## src/hw/eca_defines.vh

```
// constants for the eeprom configuration autoload block
`ifndef ECA_DEFINES_VH
`define ECA_DEFINES_VH
// register offsets (byte addresses of the operational/config space)
`define ECA_OFF_STATION0 8'h00
`define ECA_OFF_STATION5 8'h05
`define ECA_OFF_CMD 8'h50
`define ECA_OFF_CFG0 8'h51
`define ECA_OFF_CFG1 8'h52
`define ECA_OFF_CFG3 8'h54
`define ECA_OFF_CFG4 8'h55
`define ECA_OFF_CFG5 8'h56
`define ECA_OFF_LINK 8'h6C
`define ECA_OFF_PMC_LO 8'hDE
`define ECA_OFF_PMC_HI 8'hDF
`define ECA_OFF_BYTE_ORDER 8'hE1
// eeprom word addresses
`define ECA_W_SIG 7'h00
`define ECA_W_LAST 7'h18
`define ECA_W_VPD 7'h20
`define ECA_W_CIS 7'h40
// signature word and defaults (arbitrary neutral values)
`define ECA_SIG_VALUE 16'h5AA5
`define ECA_DEF_VENDOR 16'h1234
`define ECA_DEF_DEVICE 16'h5678
// command register fields
`define ECA_CMD_MODE_HI 7
`define ECA_CMD_MODE_LO 6
`define ECA_CMD_CS 3
`define ECA_CMD_SK 2
`define ECA_CMD_DI 1
`define ECA_CMD_DO 0
`define ECA_MODE_AUTOLOAD 2'b01
`define ECA_MODE_PROGRAM 2'b11
// fields
`define ECA_TBI_BIT 3
`define ECA_LINK_TBI_BIT 7
`define ECA_LAN_WAKE_ENABLE_BIT 1
`define ECA_PMESTS_BIT 0
// serial timing
`define ECA_SK_HALF_NS 200
`define ECA_SK_HALF_CYC ((`ECA_SK_HALF_NS + 49) / 50)
`define ECA_READ_OPCODE 3'b110
`endif

```

## src/hw/eca_serial_read.v

```verilog
// three-wire serial eeprom word reader
`timescale 1ns/1ps
`include "eca_defines.vh"
module eca_serial_read #(
    parameter ADDR_W = 6,
    parameter HALF_CYC = `ECA_SK_HALF_CYC
) (
    input wire mclk,
    input wire nrst,
    input wire start,
    input wire [7:0] addr,
    input wire so_sync,
    output reg cs,
    output reg sk,
    output reg di,
    output reg done,
    output reg [15:0] rdata
);
    localparam TOTAL = 3 + ADDR_W + 1 + 16;
    localparam [5:0] LAST_CMD = 3 + ADDR_W - 1;
    localparam [5:0] FIRST_DATA = 3 + ADDR_W + 1;
    localparam [5:0] LAST_BIT = TOTAL - 1;
    localparam [15:0] HALF_LAST = HALF_CYC - 1;
    reg busy;
    reg [5:0] bitn;
    reg [15:0] hcnt;
    reg [3+ADDR_W-1:0] cmd;

    always @(posedge mclk or negedge nrst) begin
        if (!nrst) begin
            busy <= 1'b0;
            bitn <= 6'h00;
            hcnt <= 16'h0000;
            cmd <= {(3+ADDR_W){1'b0}};
            cs <= 1'b0;
            sk <= 1'b0;
            di <= 1'b0;
            done <= 1'b0;
            rdata <= 16'h0000;
        end else begin
            done <= 1'b0;
            if (!busy) begin
                if (start) begin
                    busy <= 1'b1;
                    cs <= 1'b1;
                    bitn <= 6'h00;
                    hcnt <= 16'h0000;
                    // first opcode bit goes out with chip select
                    {di, cmd} <= {`ECA_READ_OPCODE, addr[ADDR_W-1:0], 1'b0};
                end
            end else if (hcnt == HALF_LAST) begin
                hcnt <= 16'h0000;
                if (!sk) begin
                    sk <= 1'b1;
                end else begin
                    sk <= 1'b0;
                    // next bit moves on the falling edge, a half period ahead of its sample
                    if (bitn < LAST_CMD) begin
                        di <= cmd[3+ADDR_W-1];
                        cmd <= cmd << 1;
                    end else begin
                        di <= 1'b0;
                    end
                    if (bitn >= FIRST_DATA)
                        rdata <= {rdata[14:0], so_sync};
                    if (bitn == LAST_BIT) begin
                        busy <= 1'b0;
                        cs <= 1'b0;
                        done <= 1'b1;
                    end
                    bitn <= bitn + 6'h01;
                end
            end else begin
                hcnt <= hcnt + 16'h0001;
            end
        end
    end
endmodule // eca_serial_read

```

## src/hw/eca_autoload.v

```verilog
// eeprom configuration autoload with register file and bit-bang port
// How it works
// after reset or autoload command read eeprom words for bytes 00h..31h
// load fields only when signature word matches, else keep default codes
// without an eeprom the built-in defaults stay in every register
// bytes 02h-05h go to vendor and device code fields
// bytes 06h-09h go to subsystem vendor and subsystem code
// byte 0Ah to minimum grant, byte 0Bh to maximum latency
// bit 3 of byte 0Ch selects ten-bit interface, shown in link state
// bytes 14h, 15h, 0Dh go to configuration registers 0, 1, 3
// bytes 0Eh-13h go to the six station address registers
// bit 1 of byte 1Fh enables the lan wake output
// bit 0 of byte 1Fh with d3cold support decides pme status stickiness
// byte 40h starts vital product data, 80h card info on the large part
// 1k or 2k bit eeprom, addressed by 16-bit words
// software may toggle the serial lines through the command register
// conditionally writable fields change only while both mode bits are 1
// the image carries checksum at 32h and card info pointer at 30h; the sequencer stops at word 18h, so eeprom_checksum stays 0000h
// each word uses the three-wire read command, 16 data bits shifted in
// configuration reads show defaults until the autoload completes; the read port returns 00h instead
`timescale 1ns/1ps
`include "eca_defines.vh"
module eca_autoload #(
    parameter LARGE_EEPROM = 0,
    parameter [15:0] DEF_VENDOR = `ECA_DEF_VENDOR,
    parameter [15:0] DEF_DEVICE = `ECA_DEF_DEVICE,
    parameter [15:0] DEF_SUBSYS_VENDOR = 16'h0000,
    parameter [15:0] DEF_SUBSYS = 16'h0000,
    parameter [7:0] DEF_PMC_LO = 8'h02,
    parameter [7:0] DEF_PMC_HI = 8'h00
) (
    input wire mclk,
    input wire nrst,
    input wire reg_wr,
    input wire reg_rd,
    input wire [7:0] reg_addr,
    input wire [7:0] reg_wdata,
    output reg [7:0] reg_rdata,
    input wire eeprom_present,
    input wire ee_so,
    output wire ee_cs,
    output wire ee_sk,
    output wire ee_di,
    input wire d3cold_support_pme,
    input wire pme_event,
    input wire pci_reset,
    input wire pme_clear,
    output reg pme_status,
    output wire lan_wake_enable,
    output reg load_done,
    output reg sig_ok,
    output reg [15:0] vendor_code,
    output reg [15:0] device_code,
    output reg [15:0] subsys_vendor_code,
    output reg [15:0] subsys_code,
    output reg [7:0] min_grant_value,
    output reg [7:0] max_latency_value,
    output reg [15:0] card_info_pointer,
    output reg [15:0] eeprom_checksum,
    output wire [7:0] vpd_start,
    output wire [7:0] cis_start,
    output reg ten_bit_if_enable,
    output reg [7:0] boot_rom_size_cfg,
    output reg [7:0] led_map_cfg,
    output reg [7:0] wake_feature_cfg,
    output reg [7:0] fifo_wake_cfg,
    output reg [7:0] lan_wake_cfg,
    output reg [7:0] byte_order_cmd,
    output wire [47:0] station_addr_bytes
);
    localparam ADDR_W = LARGE_EEPROM ? 7 : 6;
    localparam S_IDLE = 3'h0;
    localparam S_START = 3'h1;
    localparam S_WAIT = 3'h2;
    localparam S_DONE = 3'h3;

    reg so_m;
    reg so_sync;
    reg [2:0] state;
    reg [6:0] word;
    reg rd_start;
    reg [7:0] eeprom_cmd_reg;
    reg [7:0] station [0:5];
    wire rd_done;
    wire [15:0] rd_data;
    wire auto_cs;
    wire auto_sk;
    wire auto_di;
    wire eeprom_mode_hi;
    wire eeprom_mode_lo;
    wire unlocked;
    wire loading;

    assign eeprom_mode_hi = eeprom_cmd_reg[`ECA_CMD_MODE_HI];
    assign eeprom_mode_lo = eeprom_cmd_reg[`ECA_CMD_MODE_LO];
    assign unlocked = eeprom_mode_hi & eeprom_mode_lo;
    assign loading = (state != S_IDLE) && (state != S_DONE);
    // pin goes to bit-bang bits when software is in program mode
    assign ee_cs = unlocked ? eeprom_cmd_reg[`ECA_CMD_CS] : auto_cs;
    assign ee_sk = unlocked ? eeprom_cmd_reg[`ECA_CMD_SK] : auto_sk;
    assign ee_di = unlocked ? eeprom_cmd_reg[`ECA_CMD_DI] : auto_di;
    assign lan_wake_enable = lan_wake_cfg[`ECA_LAN_WAKE_ENABLE_BIT];
    assign vpd_start = {`ECA_W_VPD, 1'b0};
    assign cis_start = LARGE_EEPROM ? {`ECA_W_CIS, 1'b0} : 8'h00;
    assign station_addr_bytes = {station[5], station[4], station[3], station[2], station[1], station[0]};

    // serial data out arrives from the pin, two flops before use
    always @(posedge mclk or negedge nrst) begin
        if (!nrst) begin
            so_m <= 1'b0;
            so_sync <= 1'b0;
        end else begin
            so_m <= ee_so;
            so_sync <= so_m;
        end
    end

    eca_serial_read #(
        .ADDR_W(ADDR_W)
    ) u_read (
        .mclk(mclk),
        .nrst(nrst),
        .start(rd_start),
        .addr({1'b0, word}),
        .so_sync(so_sync),
        .cs(auto_cs),
        .sk(auto_sk),
        .di(auto_di),
        .done(rd_done),
        .rdata(rd_data)
    );

    // sequencer: words 00h..18h cover bytes 00h..31h
    always @(posedge mclk or negedge nrst) begin
        if (!nrst) begin
            state <= S_START;
            word <= 7'h00;
            rd_start <= 1'b0;
            load_done <= 1'b0;
            sig_ok <= 1'b0;
        end else begin
            rd_start <= 1'b0;
            case (state)
                S_IDLE: begin
                    if (reg_wr && reg_addr == `ECA_OFF_CMD &&
                        reg_wdata[7:6] == `ECA_MODE_AUTOLOAD) begin
                        state <= S_START;
                        load_done <= 1'b0;
                    end
                end
                S_START: begin
                    word <= `ECA_W_SIG;
                    sig_ok <= 1'b0;
                    if (!eeprom_present) begin
                        state <= S_DONE;
                    end else begin
                        rd_start <= 1'b1;
                        state <= S_WAIT;
                    end
                end
                S_WAIT: begin
                    if (rd_done) begin
                        if (word == `ECA_W_SIG && rd_data != `ECA_SIG_VALUE) begin
                            state <= S_DONE;
                        end else begin
                            if (word == `ECA_W_SIG)
                                sig_ok <= 1'b1;
                            if (word == `ECA_W_LAST) begin
                                state <= S_DONE;
                            end else begin
                                word <= word + 7'h01;
                                rd_start <= 1'b1;
                            end
                        end
                    end
                end
                S_DONE: begin
                    load_done <= 1'b1;
                    state <= S_IDLE;
                end
                default: state <= S_IDLE;
            endcase
        end
    end

    // loaded fields; byte order inside a word is low byte at the even address
    always @(posedge mclk or negedge nrst) begin
        if (!nrst) begin
            vendor_code <= DEF_VENDOR;
            device_code <= DEF_DEVICE;
            subsys_vendor_code <= DEF_SUBSYS_VENDOR;
            subsys_code <= DEF_SUBSYS;
            min_grant_value <= 8'h00;
            max_latency_value <= 8'h00;
            card_info_pointer <= 16'h0000;
            eeprom_checksum <= 16'h0000;
            ten_bit_if_enable <= 1'b0;
            boot_rom_size_cfg <= 8'h00;
            led_map_cfg <= 8'h00;
            wake_feature_cfg <= 8'h00;
            fifo_wake_cfg <= 8'h00;
            lan_wake_cfg <= 8'h00;
            byte_order_cmd <= 8'h00;
            eeprom_cmd_reg <= 8'h00;
            station[0] <= 8'h00;
            station[1] <= 8'h00;
            station[2] <= 8'h00;
            station[3] <= 8'h00;
            station[4] <= 8'h00;
            station[5] <= 8'h00;
        end else if (state == S_WAIT && rd_done && (sig_ok || word == `ECA_W_SIG)) begin
            case (word)
                7'h01: vendor_code <= rd_data;
                7'h02: device_code <= rd_data;
                7'h03: subsys_vendor_code <= rd_data;
                7'h04: subsys_code <= rd_data;
                7'h05: begin
                    min_grant_value <= rd_data[7:0];
                    max_latency_value <= rd_data[15:8];
                end
                7'h06: begin
                    ten_bit_if_enable <= rd_data[`ECA_TBI_BIT];
                    wake_feature_cfg <= rd_data[15:8];
                end
                7'h07: begin
                    station[0] <= rd_data[7:0];
                    station[1] <= rd_data[15:8];
                end
                7'h08: begin
                    station[2] <= rd_data[7:0];
                    station[3] <= rd_data[15:8];
                end
                7'h09: begin
                    station[4] <= rd_data[7:0];
                    station[5] <= rd_data[15:8];
                end
                7'h0A: begin
                    boot_rom_size_cfg <= rd_data[7:0];
                    led_map_cfg <= rd_data[15:8];
                end
                7'h0C: fifo_wake_cfg <= rd_data[15:8];
                7'h0F: lan_wake_cfg <= rd_data[15:8];
                7'h18: card_info_pointer <= rd_data;
                default: ;
            endcase
        end else if (state == S_WAIT && rd_done && word == `ECA_W_LAST + 7'h01) begin
            eeprom_checksum <= rd_data;
        end else if (reg_wr && !loading) begin
            case (reg_addr)
                `ECA_OFF_CMD: eeprom_cmd_reg <= reg_wdata & 8'hCE;
                `ECA_OFF_CFG1: if (unlocked)
                    led_map_cfg <= {reg_wdata[7:4], led_map_cfg[3:2], reg_wdata[1:0]};
                `ECA_OFF_CFG3: if (unlocked)
                    wake_feature_cfg <= {wake_feature_cfg[7:6], reg_wdata[5:4], wake_feature_cfg[3:0]};
                `ECA_OFF_CFG4: if (unlocked) fifo_wake_cfg <= reg_wdata;
                `ECA_OFF_CFG5: if (unlocked) lan_wake_cfg <= reg_wdata & 8'h03;
                `ECA_OFF_BYTE_ORDER: byte_order_cmd <= reg_wdata & 8'h02;
                default: begin
                    if (unlocked && reg_addr <= `ECA_OFF_STATION5)
                        station[reg_addr[2:0]] <= reg_wdata;
                end
            endcase
        end
    end

    // pme status: set wins; clear only when not sticky
    always @(posedge mclk or negedge nrst) begin
        if (!nrst) begin
            pme_status <= 1'b0;
        end else if (pme_event) begin
            pme_status <= 1'b1;
        end else if ((pci_reset || pme_clear) && !d3cold_support_pme &&
                     lan_wake_cfg[`ECA_PMESTS_BIT]) begin
            pme_status <= 1'b0;
        end
    end

    // register read port; 00h returned while loading
    always @(posedge mclk or negedge nrst) begin
        if (!nrst) begin
            reg_rdata <= 8'h00;
        end else if (reg_rd) begin
            if (loading) begin
                reg_rdata <= 8'h00;
            end else begin
                case (reg_addr)
                    `ECA_OFF_CMD: reg_rdata <= {eeprom_cmd_reg[7:1], so_sync};
                    `ECA_OFF_CFG0: reg_rdata <= boot_rom_size_cfg;
                    `ECA_OFF_CFG1: reg_rdata <= led_map_cfg;
                    `ECA_OFF_CFG3: reg_rdata <= wake_feature_cfg;
                    `ECA_OFF_CFG4: reg_rdata <= fifo_wake_cfg;
                    `ECA_OFF_CFG5: reg_rdata <= lan_wake_cfg;
                    `ECA_OFF_LINK: reg_rdata <= {ten_bit_if_enable, 7'h00};
                    `ECA_OFF_PMC_LO: reg_rdata <= DEF_PMC_LO;
                    `ECA_OFF_PMC_HI: reg_rdata <= DEF_PMC_HI;
                    `ECA_OFF_BYTE_ORDER: reg_rdata <= byte_order_cmd;
                    default: reg_rdata <= (reg_addr <= `ECA_OFF_STATION5) ? station[reg_addr[2:0]] : 8'h00;
                endcase
            end
        end
    end
endmodule // eca_autoload

```

## config.mk

```make
export PLATFORM = sky130hd
export DESIGN_NAME = eca_autoload
export DESIGN_NICKNAME = d
export VERILOG_FILES = /design/src/hw/eca_serial_read.v /design/src/hw/eca_autoload.v
export VERILOG_INCLUDE_DIRS = /design/src /design/src/hw
export SDC_FILE = /design/constraint.sdc
export NUM_CORES = 1
export LEC_CHECK = 0
export BUFFER_PORTS_ARGS = -buffer_cell sky130_fd_sc_hd__buf_4
export CAP_MARGIN = 15
export CORE_AREA = 4 4 178 180
export DETAILED_ROUTE_END_ITERATION = 12
export DIE_AREA = 0 0 182 184
export PLACE_DENSITY = 0.67
export SYNTH_ARGS = -nofsm -noshare
export SYNTH_HDL_FRONTEND = slang
export SYNTH_SLANG_ARGS = --single-unit
```

## constraint.sdc

```tcl
create_clock -name mclk -period 5.2 [get_ports mclk]
set_input_delay 1.04 -clock mclk [delete_from_list [all_inputs] [get_ports mclk]]
set_output_delay 1.04 -clock mclk [all_outputs]
set_load 0.02 [all_outputs]
```

## After elaboration in Yosys (flattened, before gate mapping)

Index checks and enable logic that the tools add are counted.

| storage, ports and cells | value |
|---|---|
| bits in registers | 283 |
| output and inout bits | 240 |
| input bits | 26 |
| logic and storage cells | 261 |

| cells by class | value |
|---|---|
| bitwise gates (word level) | 4 |
| add/sub/neg operators | 3 |
| magnitude comparators | 5 |
| reductions and logical operators | 58 |
| eq/ne operators | 51 |
| multiplexer cells | 98 |

Operators by type and width:

| operator | count |
|---|---|
| $mux 48 | 5 |
| $mux 8 | 25 |
| $mux 16 | 6 |
| $pmux 8 s10 | 1 |
| $eq 8x7->1 const B | 7 |
| $bwmux 48 | 1 |
| $mux 6 | 8 |
| $mux 9 | 5 |
| $eq 7x4->1 const B | 5 |
| $reduce_and 5->1 | 7 |
| $mux 1 | 33 |
| $eq 7x3->1 const B | 4 |
| $reduce_and 4->1 | 7 |
| $bmux 8 s3 | 1 |
| $demux 8 s3 | 1 |
| $eq 8x8->1 const B | 3 |
| $reduce_and 2->1 | 11 |
| $reduce_bool 2->1 | 11 |
| $mux 7 | 3 |
| $ne 2x1->1 const B | 10 |
| $add 16x1->16 const B | 1 |
| $eq 16x2->1 const B | 1 |
| $ne 16x15->1 const B | 1 |
| $ne 2x2->1 const B | 8 |
| 31 further kinds | 54 |

## Longest topological paths before layout

| depth | value |
|---|---|
| depth after elaboration | 11 |
| mapped depth | 11 |
| mapped depth without buffers | 7 |

## Hierarchy

From an unflattened synthesis, not the netlist that was laid out.

| second synthesis, totals | value |
|---|---|
| cells, all modules | 1,053 |
| area total of the unflattened synthesis | 13,301.5 um^2 |

Modules (own cells, without submodules):

| module | cells each | sequential area each (um^2) | area each (um^2) | instances |
|---|---|---|---|---|
| eca_autoload | 820 | 5,773.0 | 10,680.2 | 1 |
| eca_serial_read | 233 | 1,276.2 | 2,621.3 | 1 |

## Least setup slack after synthesis

No wires, ideal clock.

| path | value |
|---|---|
| path kind | input to register |
| from | input reg_addr[2] |
| to | register station, in the netlist station_addr_bytes[32] |
| path buffers | 1 |
| library setup time | 125 ps |
| slack | 2,333 ps |
| arrival | 2,743 ps |
| stages | 6 |
| data required time | 5,075 ps |
| cell sequence | buf_2 > a211oi_1 > and2_1 > nand4_1 > o41ai_2 > mux2_2 |

| on the way | value |
|---|---|
| longest elaborated chain between the ends | 11 |
| elaborated cells on any way between the ends | 24 |
| classes of those cells | order compare (3); eq/ne (7); mux (8); bitwise (1); reduce/logical (5) |

Ends and longest elaborated chain:

| element | line | text |
|---|---|---|
| start: declaration | eca_autoload.v:36 | `input wire [7:0] reg_addr,` |
| $not 3->4 (implied by the code) | eca_autoload.v:260 | `station[reg_addr[2:0]] <= reg_wdata;` |
| $ge 4x4->1 (implied by the code) or $lt 4x1->1 (tied branches) | eca_autoload.v:260 |  |
| $logic_and 1x1->1 (implied by the code) | eca_autoload.v:260 |  |
| $mux 8 (implied by the code) | eca_autoload.v:260 |  |
| $demux 8 s3 | eca_autoload.v:260 |  |
| $bwmux 48 | eca_autoload.v:260 |  |
| $mux 48 | eca_autoload.v:259 | `` if (unlocked && reg_addr <= `ECA_OFF_STATION5) `` |
| $mux 48 | eca_autoload.v:249 | `case (reg_addr)` |
| $mux 48 | eca_autoload.v:248 | `end else if (reg_wr && !loading) begin` |
| $mux 48 | eca_autoload.v:246 | `` end else if (state == S_WAIT && rd_done && word == `ECA_W_LAST + 7'h01) begin `` |
| $mux 48 | eca_autoload.v:211 | `` end else if (state == S_WAIT && rd_done && (sig_ok \|\| word == `ECA_W_SIG)) begin `` |
| end signal: indexed assignment | eca_autoload.v:260 |  |
| end: declaration | eca_autoload.v:83 | `reg [7:0] station [0:5];` |

Parallel ways exist; a longest one is shown, timed or not. The select of a mux whose other input is x is not followed.
A chain may end at the register's enable or synchronous reset.

## Final worst setup path

| path | value |
|---|---|
| from | register state[0] |
| to | register lan_wake_cfg[1] |

| on the way | value |
|---|---|
| longest elaborated chain between the ends | 6 |
| elaborated cells on any way between the ends | 16 |
| classes of those cells | eq/ne (4); mux (1); reduce/logical (11) |

Ends and longest elaborated chain:

| element | line | text |
|---|---|---|
| start: declaration | eca_autoload.v:79 | `reg [2:0] state;` |
| start signal: assignment | eca_autoload.v:136 | `state <= S_START;` |
| start signal: assignment | eca_autoload.v:147 | `state <= S_START;` |
| start signal: assignment | eca_autoload.v:155 | `state <= S_DONE;` |
| $ne 3x2->1 or $reduce_bool 3->1 (tied branches) | eca_autoload.v:97 | `assign loading = (state != S_IDLE) && (state != S_DONE);` |
| $logic_and 1x1->1 | eca_autoload.v:97 |  |
| $logic_not 1->1 | eca_autoload.v:248 |  |
| $logic_and 1x1->1 | eca_autoload.v:248 |  |
| $reduce_bool 2->1 (no source line) | n/a |  |
| $reduce_and 5->1 (no source line) | n/a |  |
| end signal: assignment | eca_autoload.v:242 | `7'h0F: lan_wake_cfg <= rd_data[15:8];` |
| end signal: assignment | eca_autoload.v:256 | `` `ECA_OFF_CFG5: if (unlocked) lan_wake_cfg <= reg_wdata & 8'h03; `` |
| end: declaration | eca_autoload.v:67 | `output reg [7:0] lan_wake_cfg,` |

Parallel ways exist; a longest one is shown, timed or not.

==> insert_results.sql <==
INSERT INTO impl_metrics (metric_group, metric, value, unit) VALUES
('global_routing', 'antenna_violations_before_repair', '2', ''),
('critical_path', 'reg2reg_setup_slack', '1.84', 'ns'),
('pwr', 'p_per_area', '332.9', 'nW/um2'),
('global_routing', 'global_route.usage.total', '23.54', '%'),
('clock_tree', 'cts_tree', 'done', ''),
('synthesis', 'async_flop_share', '100.0', '%'),
('pwr', 'leakage', '8.032', 'nW'),
('floorplanning', 'fp.dieArea', '33490', 'um2'),
('synthesis', 'postSynthRegisterBits', '281', ''),
('global_routing', 'via_count_of_the_first_global_routing_pass', '10070', ''),
('timing', 'grt_setup_unrepaired', 'false', ''),
('synthesis', 'area_share_of_xor_xnor_cells_in_the_synthesized_design', '0.5891', '%'),
('synthesis', 'post_synth_mux_area_share', '23.17', '%'),
('synthesis', 'mean_instance_size_in_the_synthesized_netlist', '12.23', 'um2'),
('synthesis', 'post_synth_instance_area', '13380', 'um2'),
('routing', 'wire_per_inst', '23.59', 'um'),
('routing', 'drt_first_iter_violations', '716', ''),
('synthesis', 'yosys.area_share.simple', '8.509', '%'),
('synthesis', 'synth_top_family_by_area', 'multiplexers', ''),
('timing', 'finalMaxSlewViolations', '0', ''),
('clock_tree', 'clkLatencyLatePin', '0.58', 'ns'),
('timing', 'period_needed', '3.356', 'ns'),
('finish', 'drive_gt1_share', '43.09', '%'),
('global_routing', 'globalRoute.totalOverflow', '0', ''),
('timing', 'slew-limit-headroom', '27.02', '%'),
('critical_path', 'reg2reg_depth', '7', ''),
('flow_run', 'max_cap_violations', '0', ''),
('critical_path', 'timing.critical_path.cells', 'inv_1, ha_1, nand2_2, nor4_1, and2_1, o41ai_4, mux2_4', ''),
('routing', 'detail_route.drc_violations', '0', ''),
('critical_path', 'crit_arrival', '3.79', 'ns'),
('synthesis', 'synth-edff-count', '0', ''),
('critical_path', 'critical_path_data_required_time', '5.64', 'ns'),
('floorplanning', 'floorplan.initialDensity', '44.32', '%'),
('floorplanning', 'core_area', '30190', 'um2'),
('synthesis', 'yosysTopAreaCellShare', '49.93', '%'),
('critical_path', 'critical_path.max_fanout', '17', ''),
('critical_path', 'worstSetupStartpointType', 'register', ''),
('min_path', 'hold_end', 'so_sync', ''),
('synthesis', 'postSynth.topFlopCell', 'sky130_fd_sc_hd__dfrtp_1', ''),
('min_path', 'min_path_type', 'reg2reg', ''),
('synthesis', 'synth.lib_cells_used.distinct', '70', ''),
('finish', 'final_net_count', '1348', ''),
('critical_path', 'timing.setup.critical_path_class', 'reg2reg', ''),
('synthesis', 'synth_commonest_cells', '267 x sky130_fd_sc_hd__dfrtp_1, 229 x sky130_fd_sc_hd__mux2_2, 73 x sky130_fd_sc_hd__nand2_1, 64 x sky130_fd_sc_hd__o21ai_0, 43 x sky130_fd_sc_hd__clkbuf_1', ''),
('place', 'dp_worst_setup_slack', '1.748', 'ns'),
('timing', 'worstMarginPinSlew', '1.095', 'ns'),
('status', 'run_status', 'completed', ''),
('timing', 'fin_crit_sh', '64.54', '%'),
('timing', 'setup-tns-final', '0', 'ns'),
('finish', 'largest_reg_flops', '48', ''),
('finish', 'fin_util', '54.54', '%'),
('floorplanning', 'row_count', '64', ''),
('critical_path', 'critPathMaxStageDelay', '0.93', 'ns'),
('clock_tree', 'ctsHoldBuffers', '0', ''),
('clock_tree', 'clockBufferDepth', '3', ''),
('place', 'io_buffer_count', '242', ''),
('clock_tree', 'cts_setup_buffers', '0', ''),
('synthesis', 'post_synth_main_area_contributors', 'sky130_fd_sc_hd__dfrtp_1 50%, sky130_fd_sc_hd__mux2_2 19%, sky130_fd_sc_hd__dfstp_2 2.7%', ''),
('global_routing', 'largest_net_degree_at_the_start_of_global_routing', '119', ''),
('finish', 'fillers', '2562', ''),
('finish', 'antenna_cells', '0', ''),
('min_path', 'hold_depth', '0', ''),
('min_path', 'worstHoldStart', 'so_m', ''),
('timing', 'fin_worst_skew', '0.03642', 'ns'),
('timing', 'timing.fmax', '298.0', 'MHz'),
('clock_tree', 'cts-root-buf', 'sky130_fd_sc_hd__clkbuf_16', ''),
('synthesis', 'synth_compound_area_share', '9.314', '%'),
('critical_path', 'r2r-end', 'lan_wake_cfg[1]', ''),
('global_routing', 'grt_pass1_wl', '62.14', 'mm'),
('routing', 'drt_pre_antenna_iters', '5', ''),
('timing', 'timing_hold_violations_final', '0', '');
## layout by cell type (no fill, tap or decap), types with 5 or more instances in the layout
cell	instances
sky130_fd_sc_hd__dfrtp_1	267
sky130_fd_sc_hd__buf_4	245
sky130_fd_sc_hd__mux2_2	229
sky130_fd_sc_hd__nand2_1	73
sky130_fd_sc_hd__o21ai_0	64
sky130_fd_sc_hd__inv_1	39
sky130_fd_sc_hd__nor2_1	33
sky130_fd_sc_hd__clkbuf_16	31
sky130_fd_sc_hd__nand3_1	27
sky130_fd_sc_hd__conb_1	23
sky130_fd_sc_hd__mux2i_1	21
sky130_fd_sc_hd__a21oi_1	18
sky130_fd_sc_hd__a221o_1	14
sky130_fd_sc_hd__dfstp_2	14
sky130_fd_sc_hd__o31ai_1	13
sky130_fd_sc_hd__ha_1	13
sky130_fd_sc_hd__nand4_1	12
sky130_fd_sc_hd__and2_1	11
sky130_fd_sc_hd__nor3_1	11
sky130_fd_sc_hd__nand2b_1	10
sky130_fd_sc_hd__nor4_1	9
sky130_fd_sc_hd__mux2_4	8
sky130_fd_sc_hd__a22o_1	8
sky130_fd_sc_hd__a32oi_1	8
sky130_fd_sc_hd__mux4_2	8
sky130_fd_sc_hd__xor2_1	8
sky130_fd_sc_hd__nor2b_1	7
sky130_fd_sc_hd__a21o_1	6
sky130_fd_sc_hd__clkbuf_8	6
sky130_fd_sc_hd__clkinv_2	6
sky130_fd_sc_hd__bufinv_16	5
## how the worst max path moves through the flow
stage,depth (start not counted),slack [ns],endpoint,from
floorplan,6,2.33,station_addr_bytes[32],reg_addr[2]
global placement,6,1.83,station_addr_bytes[36],reg_addr[1]
detailed placement,6,1.75,station_addr_bytes[33],reg_addr[1]
CTS,7,1.81,lan_wake_cfg[1],state[0]
global route,7,1.59,lan_wake_cfg[1],state[0]
finish,7,1.84,lan_wake_cfg[1],state[0]
## worst max-delay path: cells and delay by family, from the launching register on
| kind | cells | cell delay (ns) |
|---|---|---|
| DFF | 1 | 0.39 |
| muxes | 1 | 0.37 |
| adders and majority gates | 1 | 0.38 |
| AOI/OAI and AO/OA | 1 | 0.36 |
| and+or+nand+nor | 3 | 1.64 |
| buffers and inverters | 1 | 0.09 |
## stage by stage
stage          cell area [um2]  power, mW  std cells  hold slack (ns)
2_1_floorplan            13460      2.919       1115           0.3312
3_3_place_gp             15370      3.156       1671           0.3336
3_5_place_dp             15370      3.179       1671           0.3347
4_1_cts                  16460      5.523       1727           0.3493
5_1_grt                  16460      5.710       1728           0.3716
6_report                 16460      5.481       1728           0.3481
## report_power, final
part	internal, mW	total [mW]	switching (mW)
clock	1.42	2.34	0.915
combinational	0.262	0.781	0.520
sequential	2.27	2.36	0.0900
total	3.96	5.48	1.52
## per-layer routing
metal / wire length [um] / global-route usage, %
met3: 4512 / 8.627
met4: 890 / 5.344
met5: 33 / 0
met1: 16790 / 31.35
met2: 18530 / 37.21
## cell type report
| cell class | instances | area share, % |
|---|---|---|
| sequential | 281 | 42.81 |
| multi-input combinational | 709 | 35.31 |
| timing repair buffer | 247 | 11.38 |
| clock buffer | 41 | 5.304 |
| tap | 396 | 3.009 |
| clock inverter | 15 | 1.292 |
| inverter | 39 | 0.8891 |
## kinds of logic after synthesis
family,after synthesis
mux,267
other cells,2
simple gates,223
fa+ha+maj,13
compound gates,174
flops,281
buf+inv,125
xor+xnor,9
No activity file was read; power rests on OpenSTA's default activity.
